### src/rtl/cpw_pkg.sv
// constants and types for the transceiver control logic
package cpw_pkg;
    // -------------------------------------------------------------
    // timing
    // -------------------------------------------------------------
    localparam int CLK_PERIOD_NS = 10;
    localparam int WAKE_FILTER_TIME_NS = 3600;
    // longest time: rounds down
    localparam int WAKE_FILTER_CYC = WAKE_FILTER_TIME_NS / CLK_PERIOD_NS;
    localparam int WAKE_PATTERN_TIMEOUT_US = 1000;
    localparam int WAKE_PATTERN_TIMEOUT_CYC =
        WAKE_PATTERN_TIMEOUT_US * 1000 / CLK_PERIOD_NS;
    localparam int PERM_DOM_TIMEOUT_US = 2000;
    localparam int PERM_DOM_TIMEOUT_CYC =
        PERM_DOM_TIMEOUT_US * 1000 / CLK_PERIOD_NS;
    localparam int CNT_W = 20;

    // -------------------------------------------------------------
    // reset values
    // -------------------------------------------------------------
    localparam logic RST_RX_LEVEL = 1'b1;
    localparam logic [CNT_W-1:0] RST_COUNT = 20'h00000;

    // -------------------------------------------------------------
    // mode and wake pattern states
    // -------------------------------------------------------------
    typedef enum logic [3:0] {
        CPW_UNPOWERED = 4'h1,
        CPW_WAKE = 4'h2,
        CPW_NORMAL = 4'h4,
        CPW_STANDBY = 4'h8
    } cpw_mode_e;

    typedef enum logic [3:0] {
        CPW_WP_IDLE = 4'h1,
        CPW_WP_DOM1 = 4'h2,
        CPW_WP_REC = 4'h4,
        CPW_WP_DOM2 = 4'h8
    } cpw_wp_e;
endpackage

### src/rtl/cpw_ctrl.sv
// digital control of a can transceiver: modes, wake, fault guards
`timescale 1ns/1ps
`default_nettype none

// -----------------------------------------------------------------
// synchroniser for pin inputs
// -----------------------------------------------------------------
module cpw_sync (
    input wire logic i_clk,
    input wire logic i_rst,
    input wire logic i_ce,
    input wire logic i_pin,
    input wire logic i_init,
    output logic o_level
);
    logic s1, s2, s3;
    // a change counts once the second and third stage agree
    always_ff @(posedge i_clk) begin
        if (i_rst) begin
            s1 <= 1'b0;
            s2 <= 1'b0;
            s3 <= 1'b0;
            o_level <= 1'b0;
        end else if (i_ce) begin
            s1 <= i_pin;
            s2 <= s1;
            s3 <= s2;
            if (s2 == s3) begin
                o_level <= s3;
            end
        end
    end
    logic unused;
    assign unused = i_init;
endmodule

module cpw_ctrl #(
    parameter bit PATTERN_WAKE = 1'b0,
    parameter int WAKE_PATTERN_TIMEOUT_CYCLES =
        cpw_pkg::WAKE_PATTERN_TIMEOUT_CYC,
    parameter int PERM_DOM_TIMEOUT_CYCLES = cpw_pkg::PERM_DOM_TIMEOUT_CYC
) (
    input wire logic i_clk,
    input wire logic i_rst,
    input wire logic i_ce,
    input wire logic i_txd,
    input wire logic i_standby_select,
    input wire logic i_bus_dominant,
    input wire logic i_overtemp,
    input wire logic i_core_por,
    input wire logic i_io_por,
    input wire logic i_core_uv,
    output logic o_rxd,
    output logic o_drive_dominant,
    output logic o_driver_enable,
    output logic o_bus_hiz,
    output logic o_rx_highspeed,
    output logic o_rx_lowpower,
    output logic o_wake,
    output cpw_pkg::cpw_mode_e o_mode
);
    import cpw_pkg::*;

    // -------------------------------------------------------------
    // input synchronisers
    // -------------------------------------------------------------
    logic txd_s;
    logic standby_select_s;
    logic dom_s;
    logic ot_s;
    logic uv_s;
    logic por_s;
    logic por_any;

    assign por_any = i_core_por | i_io_por;

    cpw_sync u_sync_txd (.i_clk(i_clk), .i_rst(i_rst), .i_ce(i_ce),
        .i_pin(~i_txd), .i_init(1'b0), .o_level(txd_s));
    cpw_sync u_sync_standby_select (.i_clk(i_clk), .i_rst(i_rst), .i_ce(i_ce),
        .i_pin(~i_standby_select), .i_init(1'b0), .o_level(standby_select_s));
    cpw_sync u_sync_dom (.i_clk(i_clk), .i_rst(i_rst), .i_ce(i_ce),
        .i_pin(i_bus_dominant), .i_init(1'b0), .o_level(dom_s));
    cpw_sync u_sync_ot (.i_clk(i_clk), .i_rst(i_rst), .i_ce(i_ce),
        .i_pin(i_overtemp), .i_init(1'b0), .o_level(ot_s));
    cpw_sync u_sync_uv (.i_clk(i_clk), .i_rst(i_rst), .i_ce(i_ce),
        .i_pin(~i_core_uv), .i_init(1'b0), .o_level(uv_s));
    cpw_sync u_sync_por (.i_clk(i_clk), .i_rst(i_rst), .i_ce(i_ce),
        .i_pin(~por_any), .i_init(1'b0), .o_level(por_s));

    // synchronisers reset to zero, so inverted pins give safe defaults:
    // transmit recessive, standby asserted, undervoltage and reset active
    logic txd_low;
    logic standby_req;
    logic core_uv;
    logic in_por;
    assign txd_low = txd_s;
    assign standby_req = ~standby_select_s;
    assign core_uv = ~uv_s;
    assign in_por = ~por_s;

    // -------------------------------------------------------------
    // mode state machine
    // -------------------------------------------------------------
    cpw_mode_e mode;
    cpw_mode_e next_mode;

    always_comb begin
        next_mode = mode;
        case (mode)
            CPW_UNPOWERED: begin
                if (!in_por) begin
                    next_mode = CPW_WAKE;
                end
            end
            CPW_WAKE: begin
                if (standby_req) begin
                    next_mode = CPW_STANDBY;
                end else if (!core_uv && !txd_low) begin
                    next_mode = CPW_NORMAL;
                end
            end
            CPW_NORMAL: begin
                if (core_uv) begin
                    next_mode = CPW_WAKE;
                end else if (standby_req) begin
                    next_mode = CPW_STANDBY;
                end
            end
            CPW_STANDBY: begin
                if (!standby_req) begin
                    next_mode = CPW_WAKE;
                end
            end
            default: begin
                next_mode = CPW_UNPOWERED;
            end
        endcase
        if (in_por) begin
            next_mode = CPW_UNPOWERED;
        end
    end

    always_ff @(posedge i_clk) begin
        if (i_rst) begin
            mode <= CPW_UNPOWERED;
        end else if (i_ce) begin
            mode <= next_mode;
        end
    end

    logic is_normal;
    logic is_standby;
    assign is_normal = (mode == CPW_NORMAL);
    assign is_standby = (mode == CPW_STANDBY);

    // -------------------------------------------------------------
    // transmit permanent-dominant guard
    // -------------------------------------------------------------
    logic [CNT_W-1:0] tx_cnt;
    logic tx_fault;
    logic tx_expired;
    assign tx_expired = (tx_cnt >= CNT_W'(PERM_DOM_TIMEOUT_CYCLES));

    always_ff @(posedge i_clk) begin
        if (i_rst) begin
            tx_cnt <= RST_COUNT;
            tx_fault <= 1'b0;
        end else if (i_ce) begin
            if (!txd_low || !is_normal) begin
                tx_cnt <= RST_COUNT;
            end else if (!tx_expired) begin
                tx_cnt <= tx_cnt + CNT_W'(1);
            end
            if (!txd_low) begin
                tx_fault <= 1'b0;
            end else if (is_normal && tx_expired) begin
                tx_fault <= 1'b1;
            end
        end
    end

    // overtemperature only gates drivers in normal; receive untouched
    assign o_driver_enable = is_normal && !core_uv && !tx_fault
        && !ot_s;
    assign o_drive_dominant = o_driver_enable && txd_low;
    assign o_bus_hiz = (mode == CPW_UNPOWERED) || core_uv;

    // -------------------------------------------------------------
    // receiver selection: one receiver, two operating points
    // -------------------------------------------------------------
    assign o_rx_highspeed = is_normal;
    assign o_rx_lowpower = is_standby;

    // -------------------------------------------------------------
    // bus permanent-dominant guard in standby
    // -------------------------------------------------------------
    logic [CNT_W-1:0] bus_cnt;
    logic bus_fault;
    logic bus_expired;
    assign bus_expired = (bus_cnt >= CNT_W'(PERM_DOM_TIMEOUT_CYCLES));

    always_ff @(posedge i_clk) begin
        if (i_rst) begin
            bus_cnt <= RST_COUNT;
            bus_fault <= 1'b0;
        end else if (i_ce) begin
            if (!dom_s || !is_standby) begin
                bus_cnt <= RST_COUNT;
                bus_fault <= 1'b0;
            end else if (!bus_expired) begin
                bus_cnt <= bus_cnt + CNT_W'(1);
            end else begin
                bus_fault <= 1'b1;
            end
        end
    end

    // -------------------------------------------------------------
    // wake detection
    // -------------------------------------------------------------
    // phase counter restarts on every bus level change
    logic [CNT_W-1:0] ph_cnt;
    logic [CNT_W-1:0] to_cnt;
    logic dom_d;
    logic ph_ok;
    logic to_hit;
    cpw_wp_e wp;
    cpw_wp_e next_wp;
    logic wake_hit;
    logic wake_arm;

    assign ph_ok = (ph_cnt >= CNT_W'(WAKE_FILTER_CYC));
    assign to_hit = (to_cnt >= CNT_W'(WAKE_PATTERN_TIMEOUT_CYCLES));
    assign wake_arm = is_standby && !bus_fault;

    always_comb begin
        next_wp = wp;
        wake_hit = 1'b0;
        case (wp)
            CPW_WP_IDLE: begin
                if (dom_s) begin
                    next_wp = CPW_WP_DOM1;
                end
            end
            CPW_WP_DOM1: begin
                // at a level change ph_cnt still holds the ended phase
                if (!dom_s && PATTERN_WAKE && ph_ok) begin
                    next_wp = CPW_WP_REC;
                end else if (!dom_s) begin
                    next_wp = CPW_WP_IDLE;
                end else if (!PATTERN_WAKE && ph_ok) begin
                    wake_hit = 1'b1;
                    next_wp = CPW_WP_IDLE;
                end
            end
            CPW_WP_REC: begin
                if (dom_s && ph_ok) begin
                    next_wp = CPW_WP_DOM2;
                end else if (dom_s) begin
                    next_wp = CPW_WP_IDLE;
                end
            end
            CPW_WP_DOM2: begin
                if (dom_s && ph_ok) begin
                    wake_hit = 1'b1;
                    next_wp = CPW_WP_IDLE;
                end else if (!dom_s) begin
                    next_wp = CPW_WP_REC;
                end
            end
            default: begin
                next_wp = CPW_WP_IDLE;
            end
        endcase
        if (!wake_arm || (wp != CPW_WP_IDLE && to_hit)) begin
            next_wp = CPW_WP_IDLE;
            wake_hit = 1'b0;
        end
    end

    always_ff @(posedge i_clk) begin
        if (i_rst) begin
            wp <= CPW_WP_IDLE;
            dom_d <= 1'b0;
            ph_cnt <= RST_COUNT;
            to_cnt <= RST_COUNT;
        end else if (i_ce) begin
            wp <= next_wp;
            dom_d <= dom_s;
            if (dom_s != dom_d) begin
                ph_cnt <= RST_COUNT;
            end else if (!ph_ok) begin
                ph_cnt <= ph_cnt + CNT_W'(1);
            end
            if (wp == CPW_WP_IDLE) begin
                to_cnt <= RST_COUNT;
            end else if (!to_hit) begin
                to_cnt <= to_cnt + CNT_W'(1);
            end
        end
    end

    // wake flag holds until standby is left, by the controller or by a supply reset
    logic wake;
    always_ff @(posedge i_clk) begin
        if (i_rst) begin
            wake <= 1'b0;
        end else if (i_ce) begin
            if (wake_hit) begin
                wake <= 1'b1;
            end else if (!is_standby) begin
                wake <= 1'b0;
            end
        end
    end

    // -------------------------------------------------------------
    // receive output
    // -------------------------------------------------------------
    logic next_rxd;
    always_comb begin
        next_rxd = RST_RX_LEVEL;
        if (is_normal && !core_uv) begin
            next_rxd = ~dom_s;
        end else if (is_standby && !bus_fault && wake) begin
            next_rxd = ~dom_s;
        end
    end

    always_ff @(posedge i_clk) begin
        if (i_rst) begin
            o_rxd <= RST_RX_LEVEL;
        end else if (i_ce) begin
            o_rxd <= next_rxd;
        end
    end

    assign o_wake = wake;
    assign o_mode = mode;
endmodule

`default_nettype wire

### config.mk
export PLATFORM = sky130hd
export DESIGN_NAME = cpw_ctrl
export DESIGN_NICKNAME = d
export VERILOG_FILES = /design/src/rtl/cpw_pkg.sv /design/src/rtl/cpw_ctrl.sv
export SDC_FILE = /design/constraint.sdc
export NUM_CORES = 1
export LEC_CHECK = 0
export ABC_AREA = 0
export BUFFER_PORTS_ARGS = -buffer_cell sky130_fd_sc_hd__buf_2
export CORE_MARGIN = 2
export CORE_UTILIZATION = 50
export DETAILED_ROUTE_END_ITERATION = 10
export HOLD_SLACK_MARGIN = 0.12
export MAX_ROUTING_LAYER = met4
export PLACE_DENSITY = 0.65
export SETUP_SLACK_MARGIN = 0.4
export SLEW_MARGIN = 20
export SYNTH_ARGS = -nofsm -noshare
export SYNTH_HDL_FRONTEND = slang
export SYNTH_SLANG_ARGS = --single-unit
### constraint.sdc
create_clock -name i_clk -period 2.3 [get_ports i_clk]
set_clock_uncertainty 0.1 [all_clocks]
set_input_delay 0.115 -clock i_clk [delete_from_list [all_inputs] [get_ports i_clk]]
set_output_delay 0.115 -clock i_clk [all_outputs]
set_load 0.005 [all_outputs]
# Yosys cells after proc, flatten, opt, wreduce, memory -nomap -nowiden
# Index checks and enable logic that the tools add are counted.
# word_totals
regBits,117
latch_bits,0
ramBits,0
romBits,0
wordCells,154
mem_count,0
# classes
n_addsub,4
mul,0
div_mod_pow,0
n_lt_le_gt_ge,4
n_eq_ne,29
shifts,0
muxes,37
bitwise,7
reduce_logical,38
# ops
op,count
$mux W20,8
$add A20 B1 Y20 const B,4
$mux W4,14
$ge A20 B18 Y1 const B,2
$pmux W4 S4,2
$reduce_and A2 Y1,13
$ge A20 B17 Y1 const B,1
$ge A20 B9 Y1 const B,1
$ne A4 B4 Y1 const B,4
$mux W1,12
$logic_and A1 B1 Y1,10
$ne A2 B1 Y1 const B,5
$eq A4 B1 Y1 const B,2
$eq A4 B2 Y1 const B,2
$eq A4 B3 Y1 const B,2
$eq A4 B4 Y1 const B,2
$logic_not A1 Y1,8
$eq A1 B1 Y1,6
$not A1 Y1,6
$reduce_and A5 Y1,1
$logic_or A1 B1 Y1,4
$ne A4 B1 Y1 const B,1
$ne A4 B3 Y1 const B,1
$reduce_and A4 Y1,1
other kinds (7),7

# Logic depth before layout (Yosys ltp)
# Gate-level depths: netlist (run 1).
# depth
ltp_word,7
mapped_depth,8
mapped_depth_nobuf,6

# Hierarchy
# A second synthesis (run 1) with hierarchy kept.
# unflattened
cells_unflattened,647
hier_area_um2,5632.9
# modules_own_cells
mod,instances,cells_per_inst,area_per_inst_um2,seq_area_each_um2
cpw_ctrl,1,551,4604.4,1861.8
cpw_sync,6,16,171.4,80.1

# Worst setup path before layout (run 1)
# OpenSTA, ideal clock, no wires.
# synth_path
path_type,register to register
from,register tx_cnt[12]
to,register tx_cnt[10]
setup_ps,70
arrival_time_ps,1862
slack_ps,268
stages_incl_launch_ff,7
path_buffers,1
period_less_slack_ps,2032
cell_sequence,dfxtp_1 > or4_1 > o211ai_2 > a21oi_2 > buf_6 > or4_1 > a21oi_1
# synth_between
elab_chain_cells,3
# synth_rtl
element,line,source
"start, declared",cpw_ctrl.sv:159,logic [CNT_W-1:0] tx_cnt;
"start signal, assigned",cpw_ctrl.sv:172,tx_cnt <= tx_cnt + CNT_W'(1);
$ge A20 B18 Y1,cpw_ctrl.sv:162,assign tx_expired = (tx_cnt >= CNT_W'(PERM_DOM_TIMEOUT_CYCLES));
$ne A2 B1 Y1 (no line),n/a,
$reduce_and A2 Y1 (no line),n/a,
# No other way between the ends.
# A chain may end at the register's enable or synchronous reset.

# Final worst setup path (run 1)
# layout_path
from,register bus_cnt[12]
to,register bus_cnt[10]
# layout_between
elab_chain_cells,3
# layout_rtl
element,line,source
"start, declared",cpw_ctrl.sv:197,logic [CNT_W-1:0] bus_cnt;
"start signal, assigned",cpw_ctrl.sv:211,bus_cnt <= bus_cnt + CNT_W'(1);
$ge A20 B18 Y1,cpw_ctrl.sv:200,assign bus_expired = (bus_cnt >= CNT_W'(PERM_DOM_TIMEOUT_CYCLES));
$ne A2 B1 Y1 (no line),n/a,
$reduce_and A2 Y1 (no line),n/a,
# No other way between the ends.

==> results_dict.tcl, run 1 <==
set metrics [dict create \
    cts.reportedPaths.clkPinSlew_ns 0.06 \
    start_util_pct 51.1 \
    p_leak_uw 0.00281 \
    grt_setup_unrepaired "true" \
    critical-path-max-stage-delay_ns 0.54 \
    antenna_found_initial 0 \
    synth.yosys.seq_area_share_pct 42.4 \
    p_per_area_nw_per_um2 639 \
    viasPerCell 5.84 \
    dp_hpwl_um 7850 \
    irDropWorstVdd_mv 0.526 \
    place_congestion 0.811 \
    route.detailed.drc 0 \
    setup_slack_ns 0.190 \
    fin_setup_tns_ns 0 \
    crit_path_end_kind "flip-flop" \
    final_core_util_pct 70.6 \
    syn_area_per_cell_sq_um 8.53 \
    via_count 5281 \
    die_x_um 109 \
    synth_top_area_cell "dfxtp_1" \
    cap_violations 0 \
    synth_common_cells "117 x dfxtp_1, 66 x nor2_1, 61 x nand2_1" \
    status "complete, no violations" \
    hold_start "i_ce" \
    wl_um 14100 \
    reg2reg_from "bus_cnt[12]" \
    synth_area_sq_um 5520 \
    clkLatencyLatePin_ns 0.53 \
    wire_per_inst_um 15.6 \
    muxShareOfSynthArea_pct 3.45 \
    maxSlewViolCount 0 \
    top_layer "met4" \
    die_h_um 109 \
    worst_pin_slew_ns 0.706 \
    multiInputGateArea_sq_um 3460 \
    dr_wl_met3_um 726 \
    period_needed_ns 2.11 \
    cts-root-buf "clkbuf_8" \
    grt.total_usage_pct 24.8 \
    ant_nets 0 \
    hold_class "in -> reg" \
    fillers 784 \
    grt_max_degree 35 \
    synth_top_family_by_area "simple AND/OR/NAND/NOR gates" \
    postSynth.asyncResetShare_pct 0 \
    ys_seq_elements 117 \
    ios 21 \
    finalNetCount 770 \
    cpMaxStageDelayCell "or4_4" \
    path_max_fanout 7 \
    worstPathArrival_ns 2.47 \
    synth_cells 647 \
    netlist.area_leader.share_pct 42.4 \
    wl_met1_um 6360 \
    synth_adder_area_share_pct 1.81 \
    path_cells "or4_4 > o211ai_4 > buf_4 > a21oi_4 > or4_1 > a21oi_1" \
    synth.most_common_cell "dfxtp_1" \
    drtIter0Drc 316 \
    yosys_warnings 0 \
    grt_pass1_vias 4863 \
    totalPowerFinal_uw 4870 \
    worst_setup_path_start_kind "flip-flop" \
    cts_tree "built" \
    portBuffers 20 \
    synthFlopType "dfxtp_1" \
    core_area_sq_um 10800 \
    num_antenna_cells 0 \
    syn_to_final_growth_pct 37.9 \
    drive_gt1_share_pct 30.5 \
    cts_sinks 117 \
    rows 38 \
    place_ws_ns 0.105 \
    synth_compound_area_share_pct 17.7 \
    met2_length_um 6890 \
    synth-edff-count 0 \
    grt_pass1_wl_um 22600 \
    slew_headroom_pct 53.0 \
    hold_viol 0 \
    yosys.area_share.simple_pct 27.6 \
    critical-path-top-delay-family "simple AND/OR/NAND/NOR gates" \
    fmax_ghz 0.474 \
    required_ns 2.66 \
    crit_start "bus_cnt[12]" \
    regArea_sq_um 2380 \
    dieArea_sq_um 11900 \
    grt.overflow.total 0 \
    cts_buffers 17 \
    synthXorXnorAreaFrac_pct 3.49 \
    cts.path.max_buffers 2 \
    worstSetupPathType "reg -> reg" \
    synth_cell_types 60 \
    crit_buf_inv 1 \
    fin_crit_sh_pct 91.8 \
    syn-num-nets 665 \
    synth.area.top_cells "dfxtp_1 42%, a21oi_1 5.1%, nor2_1 4.5%, nand2_1 4.1%, mux2i_1 3.4%" \
    htreeDepth 4 \
    first_pass_iters 6 \
    setup_viol 0 \
]
area by class of cell:
| type | count | area share, % |
|---|---|---|
| flip-flops and latches | 117 | 31.3 |
| multi-input cells | 486 | 45.5 |
| repair buffers | 112 | 12.3 |
| clock inverters | 13 | 2.07 |
| clock buffers | 19 | 5.67 |
| well taps | 140 | 2.30 |
| inverters | 18 | 0.887 |
tightest hold or removal path, delay by kind of cell:
kind,cells,cell delay (ns)
and+or+nand+nor,1,0.11
AOI/OAI and AO/OA,1,0.33
buffers and inverters,1,0.15
final timing paths:
kind	end	slack, ns	cells past startpoint
max reg2reg	bus_cnt[10]	0.19	6
max	bus_cnt[10]	0.19	6
min reg2reg	to_cnt[18]	0.34	2
min	to_cnt[4]	0.12	3
stage by stage:
stage	std cells	cell area (sq um)	hold WS [ns]
final	905	7610	0.117
after global placement	796	5850	0.199
after detailed placement	796	5850	0.204
after global routing	905	7610	0.137
after CTS	887	7170	0.121
after floorplan	647	5570	0.114
metal layers:
metal | up-vias | track usage (%)
li1 | 2555 | -
met1 | 2560 | 31.8
met2 | 149 | 38.0
met3 | 17 | 6.16
met4 | 0 | 8.97
met5 | - | -
report_power, final:
part / internal [uW] / switching, uW
combinational: 84.7 / 108
clock: 1670 / 950
sequential: 2040 / 13.8
total: 3790 / 1070
logic make-up (layout without fill, tap and decap cells):
family | count (synthesis) | in the layout
fa+ha+maj | 8 | 8
xor+xnor | 22 | 22
simple gates | 284 | 284
flops | 117 | 117
mux | 19 | 19
buf+inv | 49 | 162
compound gates | 148 | 153
timing repair:
action                                  in CTS  in global routing
endpoints found under the setup margin      68                 79
pin swaps                                   29                 32
buffers inserted                            39                 16
cloned                                       3                  2
hold buffers                                17                  0
hold endpoints to repair                    27                  0
gates resized for setup                     56                 70
state kept, by name, indices dropped and copies added, names as in the netlist, 4 cells and up:
register,flops
tx_cnt,20
o_mode,4
bus_cnt,20
wp,4
to_cnt,20
ph_cnt,20
cell usage in the layout (no fill, tap or decap), types with 7 or more instances in the layout:
master	synthesis	final
a21o_1	9	7
a21oi_1	56	46
a21oi_2	3	10
a21oi_4	0	8
and2_1	16	15
and3_1	13	13
buf_2	4	19
buf_4	0	54
buf_6	1	20
clkbuf_16	0	16
dfxtp_1	117	97
dfxtp_2	0	14
dlygate4sd3_1	0	17
ha_1	8	8
inv_1	18	18
mux2i_1	19	19
nand2_1	61	50
nand2_2	1	10
nand2b_1	10	8
nand3_1	26	20
nand4_1	16	16
nor2_1	66	63
nor3_1	16	9
o211ai_1	8	8
o21ai_0	27	25
o31ai_1	12	8
or3_1	14	14
or4_1	15	11
xnor2_1	9	8
xor2_1	13	13
No activity file was read; power rests on OpenSTA's default activity.
==> inputs of run 2 (changes only) <==
clock period = 2.5 ns   (was 2.3 ns; I/O delays follow)
==> results_dict.tcl, run 2 (synthesis results as in run 1) <==
set metrics [dict create \
    worst_pin_slew_ns 0.802 \
    start_util_pct 51.1 \
    die_h_um 109 \
    cts.reportedPaths.clkPinSlew_ns 0.05 \
    cts_tree "built" \
    grt_setup_unrepaired "true" \
    hold_start "i_standby_select" \
    setup_slack_ns 0.367 \
    hold_depth 3 \
    totalPowerFinal_uw 4200 \
    grt.total_usage_pct 23.2 \
    cts-root-buf "clkbuf_8" \
    multiInputGateArea_sq_um 3220 \
    hold_end "u_sync_standby_select.s1" \
    grt_pass1_vias 4571 \
    critical-path-max-stage-delay_ns 0.54 \
    cts_buffers 17 \
    status "complete, no violations" \
    critical-path-top-delay-family "simple AND/OR/NAND/NOR gates" \
    drive_gt1_share_pct 21.7 \
    grt.overflow.total 0 \
    syn_to_final_growth_pct 25.6 \
    place_area_sq_um 5760 \
    final_area_sq_um 6930 \
    fmax_ghz 0.469 \
    fin_setup_tns_ns 0 \
    portBuffers 20 \
    wire_per_inst_um 14.6 \
    die_x_um 109 \
    num_antenna_cells 0 \
    ios 21 \
    irDropWorstVdd_mv 0.472 \
    fillers 900 \
    p_per_area_nw_per_um2 606 \
    maxSlewViolCount 0 \
    via_count 4900 \
    antenna_found_initial 0 \
    crit_buf_inv 0 \
    path_cells "or4_4 > o211ai_4 > a21oi_4 > or4_1 > a21oi_1" \
    cap_violations 0 \
    fin_crit_sh_pct 85.3 \
    cts_sinks 117 \
    hold_class "in -> reg" \
    path_max_fanout 7 \
    drtIter0Drc 301 \
    worstPathArrival_ns 2.49 \
    hold_viol 0 \
    core_area_sq_um 10800 \
    dieArea_sq_um 11900 \
    wl_um 12600 \
    ant_nets 0 \
    viasPerCell 5.67 \
    r2r-end "tx_cnt[10]" \
    final_core_util_pct 64.2 \
    worstSetupPathType "reg -> reg" \
    place_ws_ns 0.185 \
    reg2reg_from "tx_cnt[13]" \
    route.detailed.drc 0 \
    period_needed_ns 2.13 \
    rows 38 \
    required_ns 2.85 \
    first_pass_iters 6 \
    mostFrequentLayoutCell "dfxtp_1" \
    setup_viol 0 \
    regArea_sq_um 2370 \
    layout_common_cells "103 x dfxtp_1, 65 x nor2_1, 60 x nand2_1" \
    place_congestion 0.819 \
    dp_hpwl_um 7650 \
    cpMaxStageDelayCell "or4_4" \
    finalNetCount 730 \
    slew_headroom_pct 46.3 \
    cts.path.max_buffers 2 \
    p_leak_uw 0.00254 \
    grt_max_degree 32 \
    htreeDepth 4 \
    crit_path_end_kind "flip-flop" \
    ff2ff_path_depth 5 \
    grt_pass1_wl_um 20900 \
    clkLatencyLatePin_ns 0.53 \
    worst_setup_path_start_kind "flip-flop" \
    r2r_slack_ns 0.37 \
]
run 2: worst max-delay path by stage:
stage,slack (ns),startpoint,endpoint,cells past startpoint
final,0.37,tx_cnt[13],tx_cnt[10],5
after global routing,0.28,o_mode[3],o_drive_dominant,7
after CTS,0.34,o_mode[3],o_drive_dominant,7
after detailed placement,0.18,o_mode[2],tx_cnt[4],5
after global placement,0.25,bus_cnt[13],bus_cnt[16],5
after floorplan,0.47,tx_cnt[12],tx_cnt[10],6
run 2: layer usage:
metal	track usage (%)	routed length (um)
met1	27.7	5840
met2	36.5	6230
met3	7.41	471
met4	8.88	83
met5	-	0
run 2: final cells by class:
class | instances | area share (%)
clock buffer | 28 | 7.58
tap | 140 | 2.53
inverter | 18 | 1.03
timing repair buffer | 72 | 7.92
clock inverter | 3 | 0.217
sequential | 117 | 34.2
multi-input combinational | 486 | 46.5
run 2: worst register-to-register path: stages (launching register included):
cell	delay, ns
dfxtp_2	0.32
or4_4	0.54
o211ai_4	0.28
a21oi_4	0.14
or4_1	0.54
a21oi_1	0.15
run 2: per-stage QoR:
stage / instances / hold WS [ns]
after floorplan: 647 / 0.124
after global placement: 789 / 0.210
after detailed placement: 789 / 0.214
after CTS: 846 / 0.184
after global routing: 864 / 0.201
final: 864 / 0.224
run 2: report_power, final:
part	total (uW)	internal, uW	switching [uW]	leakage (uW)
Clock	2160	1390	770	0.000271
Sequential	1890	1880	12.9	0.000952
Combinational	147	59.3	87.9	0.00132
run 2: what timing repair did:
action                     CTS  global route
setup endpoints to repair   53            55
buffers inserted            14            16
gates resized for setup     18            46
hold endpoints to repair    28             0
hold buffers                 9             0
gates cloned                 3             2
pin swaps                   20            28
